==> config.mk <==
export PLATFORM = sky130hd
export DESIGN_NAME = itm_interval_timer
export DESIGN_NICKNAME = d
export VERILOG_FILES = /design/src/hdl/itm_pkg.sv /design/src/hdl/itm_interval_timer.sv
export SDC_FILE = /design/constraint.sdc
export NUM_CORES = 1
export LEC_CHECK = 0
export ABC_AREA = 1
export BUFFER_PORTS_ARGS = -buffer_cell sky130_fd_sc_hd__buf_2
export CORE_AREA = 2 2 146 148
export CTS_CLUSTER_DIAMETER = 80
export DETAILED_ROUTE_END_ITERATION = 12
export DIE_AREA = 0 0 148 150
export SETUP_SLACK_MARGIN = 0.1
export SYNTH_ARGS = -nofsm -noshare
export SYNTH_HDL_FRONTEND = slang
export SYNTH_SLANG_ARGS = --single-unit
==> constraint.sdc <==
create_clock -name pclk -period 2.1 [get_ports pclk]
set_clock_uncertainty 0.05 [all_clocks]
set_input_delay 0.42 -clock pclk [delete_from_list [all_inputs] [get_ports pclk]]
set_output_delay 0.42 -clock pclk [all_outputs]
set_load 0.03 [all_outputs]
==> src/hdl/itm_pkg.sv <==
`default_nettype none
package itm_pkg;
   // ********************************************************
   // Register map (byte addresses on the APB)
   // ********************************************************
   localparam logic [7:0] OFS_COUNT_CONTROL = 8'h00;
   localparam logic [7:0] OFS_CLOCK_PRESCALE = 8'h04;
   localparam logic [7:0] OFS_UP_COUNTER = 8'h08;
   localparam logic [7:0] OFS_COMPARE_VALUE = 8'h0C;

   // ********************************************************
   // Fields and reset values
   // ********************************************************
   localparam int unsigned BIT_COUNT_ENABLE = 7;
   localparam int unsigned BIT_WIDTH_SELECT = 4;
   localparam int unsigned SEL_LSB = 4;
   localparam logic [7:0] RST_COUNT_CONTROL = 8'h00;
   localparam logic [7:0] RST_CLOCK_PRESCALE = 8'h11;
   localparam logic [15:0] RST_UP_COUNTER = 16'h0000;

   // ********************************************************
   // Count clock selector
   // ********************************************************
   // Selector n (0..8) divides the clock by 8 << n, i.e. 8 .. 2048
   localparam logic [10:0] DIV_BASE = 11'h008;
   localparam logic [3:0] SEL_DIV_MAX = 4'h8;
   localparam logic [3:0] SEL_EDGE = 4'h9;

   typedef enum logic [3:0] {
      ITM_IDLE = 4'b0001,
      ITM_ARMED = 4'b0010,
      ITM_RUN = 4'b0100,
      ITM_HELD = 4'b1000
   } itm_phase_e;
endpackage
`default_nettype wire

==> src/hdl/itm_interval_timer.sv <==
// Register access over APB and the placing of the registers were left to the implementer.
`default_nettype none
module itm_interval_timer #(
   parameter int unsigned ADDR_W = 12
) (
   input wire logic pclk,
   input wire logic presetn,
   input wire logic psel,
   input wire logic penable,
   input wire logic pwrite,
   input wire logic [ADDR_W-1:0] paddr,
   input wire logic [31:0] pwdata,
   output logic [31:0] prdata,
   output logic pready,
   output logic pslverr,
   input wire logic count_edge_in,
   output logic compare_match_irq,
   output logic serial_clk_out
);
   // ********************************************************
   // Parameter check
   // ********************************************************
   if (ADDR_W < 8 || ADDR_W > 32) begin : g_bad_addr_w
      $error("ADDR_W must lie between 8 and 32");
   end

   // ********************************************************
   // State
   // ********************************************************
   typedef struct packed {
      logic [7:0] count_control;
      logic [7:0] clock_prescale;
      logic [15:0] up_counter;
      logic [10:0] divider;
      logic tick;
      logic edge_prev;
      itm_pkg::itm_phase_e phase;
      logic irq;
      logic sclk;
      logic [31:0] rdata;
      logic ready;
      logic slverr;
   } itm_state_s;

   itm_state_s state_reg;
   itm_state_s state_next;
   logic [15:0] compare_value_reg;
   logic compare_we;
   logic [3:0] sel;
   logic [10:0] mask;
   logic [15:0] inc;
   logic hit;
   logic wide;
   logic upper_zero;
   logic mapped;
   logic wr_access;
   logic [7:0] offset;

   assign offset = paddr[7:0];
   assign upper_zero = ((paddr >> 8) == '0);
   assign mapped = upper_zero && (offset == itm_pkg::OFS_COUNT_CONTROL
                   || offset == itm_pkg::OFS_CLOCK_PRESCALE
                   || offset == itm_pkg::OFS_UP_COUNTER
                   || offset == itm_pkg::OFS_COMPARE_VALUE);
   // Write lands on the access edge that the slave answers with ready
   assign wr_access = psel && penable && pwrite && state_reg.ready && !state_reg.slverr;
   assign compare_we = wr_access && offset == itm_pkg::OFS_COMPARE_VALUE;

   // ********************************************************
   // Next state
   // ********************************************************
   always_comb begin
      state_next = state_reg;
      state_next.irq = 1'b0;
      state_next.ready = 1'b0;
      state_next.slverr = 1'b0;
      state_next.divider = state_reg.divider + 11'h001;
      state_next.edge_prev = count_edge_in;
      wide = state_reg.count_control[itm_pkg::BIT_WIDTH_SELECT];
      sel = state_reg.clock_prescale[itm_pkg::SEL_LSB +: 4];
      mask = 11'h000;

      // Free-running divider; a full low-bit pattern marks one count clock
      if (sel <= itm_pkg::SEL_DIV_MAX) begin
         mask = (itm_pkg::DIV_BASE << sel) - 11'h001;
         state_next.tick = ((state_reg.divider & mask) == mask);
      end else if (sel == itm_pkg::SEL_EDGE) begin
         state_next.tick = count_edge_in && !state_reg.edge_prev;
      end else begin
         state_next.tick = 1'b0;
      end

      // 8-bit mode wraps at 255 and ignores the upper compare byte
      inc = state_reg.up_counter + 16'h0001;
      if (!wide) begin
         inc[15:8] = 8'h00;
      end
      hit = wide ? (inc == compare_value_reg)
                 : (inc[7:0] == compare_value_reg[7:0]);

      if (state_reg.tick) begin
         case (state_reg.phase)
            itm_pkg::ITM_ARMED: begin
               state_next.up_counter = itm_pkg::RST_UP_COUNTER;
               state_next.phase = itm_pkg::ITM_RUN;
            end
            itm_pkg::ITM_RUN: begin
               state_next.up_counter = inc;
               // Only an increment can match, so compare writes never fire
               if (hit) begin
                  state_next.irq = 1'b1;
                  state_next.sclk = !state_reg.sclk;
                  state_next.phase = itm_pkg::ITM_HELD;
               end
            end
            itm_pkg::ITM_HELD: begin
               state_next.up_counter = itm_pkg::RST_UP_COUNTER;
               state_next.phase = itm_pkg::ITM_RUN;
            end
            itm_pkg::ITM_IDLE: begin
               state_next.phase = itm_pkg::ITM_IDLE;
            end
            default: begin
               state_next.phase = itm_pkg::ITM_IDLE;
               state_next.up_counter = itm_pkg::RST_UP_COUNTER;
            end
         endcase
      end

      // ********************************************************
      // APB: setup cycle fetches, access cycle completes
      // ********************************************************
      if (psel && !penable) begin
         state_next.ready = 1'b1;
         state_next.rdata = 32'h0000_0000;
         // Counter is read-only; a write to it is refused with an error
         state_next.slverr = !mapped
                             || (pwrite && offset == itm_pkg::OFS_UP_COUNTER);
         case (offset)
            itm_pkg::OFS_COUNT_CONTROL: begin
               state_next.rdata[7:0] = state_reg.count_control;
            end
            itm_pkg::OFS_CLOCK_PRESCALE: begin
               state_next.rdata[7:0] = state_reg.clock_prescale;
            end
            itm_pkg::OFS_UP_COUNTER: begin
               state_next.rdata[15:0] = state_reg.up_counter;
            end
            itm_pkg::OFS_COMPARE_VALUE: begin
               state_next.rdata[15:0] = compare_value_reg;
            end
            default: begin
               state_next.rdata = 32'h0000_0000;
            end
         endcase
         if (!upper_zero) begin
            state_next.rdata = 32'h0000_0000;
         end
      end

      if (wr_access) begin
         case (offset)
            itm_pkg::OFS_COUNT_CONTROL: begin
               state_next.count_control = pwdata[7:0];
               if (!pwdata[itm_pkg::BIT_COUNT_ENABLE]) begin
                  // Stop wins over a match in the same cycle
                  state_next.up_counter = itm_pkg::RST_UP_COUNTER;
                  state_next.phase = itm_pkg::ITM_IDLE;
                  state_next.irq = 1'b0;
                  state_next.sclk = state_reg.sclk;
               end else if (!state_reg.count_control[itm_pkg::BIT_COUNT_ENABLE]) begin
                  state_next.phase = itm_pkg::ITM_ARMED;
               end
               // Enable already set: phase untouched, counting goes on
            end
            itm_pkg::OFS_CLOCK_PRESCALE: begin
               state_next.clock_prescale = pwdata[7:0];
            end
            default: begin
               state_next.count_control = state_reg.count_control;
            end
         endcase
      end
   end

   // ********************************************************
   // Registers
   // ********************************************************
   always_ff @(posedge pclk or negedge presetn) begin
      if (!presetn) begin
         state_reg.count_control <= itm_pkg::RST_COUNT_CONTROL;
         state_reg.clock_prescale <= itm_pkg::RST_CLOCK_PRESCALE;
         state_reg.up_counter <= itm_pkg::RST_UP_COUNTER;
         state_reg.divider <= 11'h000;
         state_reg.tick <= 1'b0;
         state_reg.edge_prev <= 1'b0;
         state_reg.phase <= itm_pkg::ITM_IDLE;
         state_reg.irq <= 1'b0;
         state_reg.sclk <= 1'b0;
         state_reg.rdata <= 32'h0000_0000;
         state_reg.ready <= 1'b0;
         state_reg.slverr <= 1'b0;
      end else begin
         state_reg <= state_next;
      end
   end

   // No reset: software must load it before enabling the count
   always_ff @(posedge pclk) begin
      if (compare_we) begin
         compare_value_reg <= pwdata[15:0];
      end
   end

   assign prdata = state_reg.rdata;
   assign pready = state_reg.ready;
   assign pslverr = state_reg.slverr;
   assign compare_match_irq = state_reg.irq;
   assign serial_clk_out = state_reg.sclk;
endmodule
`default_nettype wire

==> impl_metrics.py <==
metrics = {
    "run_status": {
        "status": "completed",
    },
    "global_routing": {
        "grt.total_usage_pct": 10.7,
        "grt-ovfl-total": 0,
        "antenna_found_initial": 3,
        "grt_pass1_vias": 3760,
        "grt_pass1_wl_mm": 18.8,
        "grt_max_degree": 52,
    },
    "sta": {
        "max_freq_mhz": 491,
        "finalCritPeriodShare_pct": 97.0,
        "max_slew_margin_pct": 58.1,
        "hold_violations": 0,
        "fin_ws_ns": 0.0636,
        "tightestPinTransition_ns": 0.629,
        "final-setup-viol-count": 0,
        "period_minus_slack_ns": 2.04,
        "rsz0062_at_grt": "yes",
        "maxSlewViolCount": 0,
        "tns_ns": 0,
    },
    "power_and_ir_drop": {
        "p_leak_uw": 0.00259,
        "ir_drop_v": 0.000302,
        "cellPowerDensity_nw_per_um2": 589,
    },
    "floorplan": {
        "dieWidth_um": 148,
        "num_rows": 53,
        "dieArea_um2": 22200,
        "ios": 86,
        "design.core.area_um2": 20700,
        "die_y_um": 150,
        "start_util_pct": 22.7,
    },
    "route": {
        "vias": 3958,
        "dr.pass1.iters": 5,
        "wl_per_cell_um": 12.7,
        "drt_iter0_markers": 239,
        "drc": 0,
        "totalWireLength_mm": 11.6,
        "via_per_inst": 4.32,
        "drt.antenna.violating_nets": 0,
    },
    "setup_path": {
        "slowest_delay_ns": 0.39,
        "cp_top_family": "simple AND/OR/NAND/NOR gates",
        "rrSetupSlack_ns": 0.06,
        "required_ns": 2.32,
        "crit_chain": "buf_4 > inv_2 > nor2_4 > buf_12 > nand3_1 > nand2_1 > nand3_1 > nand2_1 > nand3_1 > nor2_2 > nand3_2 > a21oi_2 > nand2_1 > a21oi_2",
        "cp_num_cells": 14,
        "worstReg2RegStart": "state_reg[53]",
        "worstSetupStartpointType": "flip-flop",
        "crit_buf_inv": 3,
        "timing.rr.end": "state_reg[39]",
        "path_max_fanout": 5,
        "cp-startpoint": "state_reg[53]",
        "crit_path_top_delay_cell": "dfrtp_1",
        "worstSetupPathType": "flip-flop to flip-flop",
        "ff2ff_path_depth": 14,
        "worstPathArrival_ns": 2.26,
        "setup.worst_path.end": "state_reg[39]",
        "cp-end-kind": "flip-flop",
    },
    "final_layout": {
        "seq_area_um2": 2210,
        "multi_input_area_um2": 2030,
        "fill_cells": 2227,
        "area_delta_synth_final_pct": 24.0,
        "fin_nets": 688,
        "largest_reg_flops": 45,
        "layout_commonest_cell": "nand2_1",
        "final_core_util_pct": 28.1,
        "layout-drive-gt1-share_pct": 25.2,
        "final_cell_mix": "nand2_1, inv_1, dfrtp_1",
    },
    "clock_network": {
        "cts_root_buffer": "clkbuf_16",
        "cts_buffer_depth": 2,
        "clkSinkCount": 85,
        "cts.htree.levels": 3,
        "cts_inserted_buffers": 9,
        "clk_pin_slew_ns": 0.06,
        "clock_latency_ns": 0.34,
        "cts_tree": "yes",
    },
    "synthesis": {
        "synth_area_um2": 4690,
        "synth_cell_types": 40,
        "netlist_instances": 561,
        "avgSynthCellArea_um2": 8.36,
        "ys_ff_latch": 85,
        "yosys_warnings": 0,
        "ys_seq_area_share_pct": 47.2,
    },
    "place": {
        "pre_cts_ws_ns": 0.0339,
        "place_hpwl_mm": 8.84,
        "gp_congestion": 0.826,
        "io_buffers": 53,
    },
    "hold_path": {
        "hold_class": "input port to flip-flop",
        "hold_depth": 1,
    },
    "flow_run": {
        "cap_violations": 0,
    },
}
logic make-up (layout without fill, tap and decap cells):
group	count (synthesis)	in the layout	share of synthesized area (%)
adders and majority gates	3	3	0.801
buffers and inverters	132	196	13.2
and+or+nand+nor	231	231	23.6
other	1	17	0.0800
xor gates and xnor gates	13	13	2.43
AOI/OAI and AO/OA	96	96	12.7
DFF	85	85	47.2
metrics by stage:
stage,total power (µW),hold WS (ns),area [µm²],cells
after floorplan,1810,0.0744,4750,576
after global placement,1880,0.347,5310,890
after detailed placement,1880,0.348,5310,890
after CTS,3470,0.145,5670,908
after global routing,3570,0.145,5810,915
final,3430,0.151,5820,916
synthesized netlist by cell type:
library cell | count | area (µm²)
nand3_1 | 27 | 135
nand3_2 | 1 | 10.0
o31ai_1 | 2 | 15.0
o211ai_1 | 2 | 15.0
edfxtp_1 | 16 | 480
nand4_1 | 19 | 119
nor4_1 | 3 | 18.8
a21oi_1 | 22 | 110
nand4_2 | 2 | 25.0
nor4_4 | 2 | 42.5
o22ai_1 | 19 | 119
o21ai_2 | 1 | 8.76
a41oi_1 | 1 | 8.76
or2_2 | 2 | 12.5
o21ai_0 | 29 | 145
o221ai_1 | 1 | 8.76
a21oi_2 | 2 | 17.5
nor2_4 | 4 | 45.0
nand2_2 | 4 | 25.0
dfrtp_1 | 66 | 1650
nor2_2 | 6 | 37.5
a221oi_1 | 8 | 70.1
clkbuf_1 | 6 | 22.5
nor3b_1 | 1 | 7.51
nor2_1 | 57 | 214
xor2_1 | 13 | 114
dfstp_2 | 3 | 78.8
nand2_1 | 95 | 357
conb_1 | 1 | 3.75
a211oi_1 | 1 | 7.51
inv_2 | 4 | 15.0
buf_2 | 4 | 20.0
nand3b_1 | 1 | 7.51
inv_1 | 84 | 315
nor2_8 | 1 | 20.0
buf_4 | 32 | 240
clkinv_1 | 2 | 7.51
ha_1 | 3 | 37.5
nor3_1 | 6 | 30.0
a22o_1 | 8 | 70.1
power breakdown:
part	total (µW)	internal [µW]	switching, µW
Combinational	157	41.7	115
Sequential	1690	1690	3.64
Clock	1580	890	691
per-layer routing:
layer  routed length [µm]  global-route usage, %  part of all wire, %  up-vias
met5                   13                      0                 0.11        -
met4                  217                   4.24                  1.9        2
met3                  588                   2.23                  5.0       18
met2                 5510                   17.5                   47      101
met1                 5320                   13.8                   46     1871
li1                     -                      -                    -     1966
repair_timing:
action | CTS | global route
hold buffers | 1 | 0
pin swaps | 7 | 19
setup endpoints to repair | 3 | 5
resized for setup | 9 | 23
buffers inserted | 1 | 7
endpoints found under the hold margin | 18 | 0
worst min-delay path by stage:
stage | end | startpoint | slack (ns)
6_report | state_reg[40] | count_edge_in | 0.15
3_3_place_gp | state_reg[41] | presetn | 0.35
5_1_grt | state_reg[40] | count_edge_in | 0.15
3_5_place_dp | state_reg[41] | presetn | 0.35
4_1_cts | state_reg[40] | count_edge_in | 0.15
2_1_floorplan | compare_match_irq | presetn | 0.07
final cells by class:
cell class / instances / share of cell area, %
timing repair buffer: 90 / 10.0
multi-input combinational: 359 / 35.0
inverter: 90 / 5.81
sequential: 85 / 38.0
clock inverter: 6 / 0.904
clock buffer: 10 / 4.30
antenna: 1 / 0.0430
tap: 275 / 5.92
Note: power is estimated with default switching activity, not from simulation.
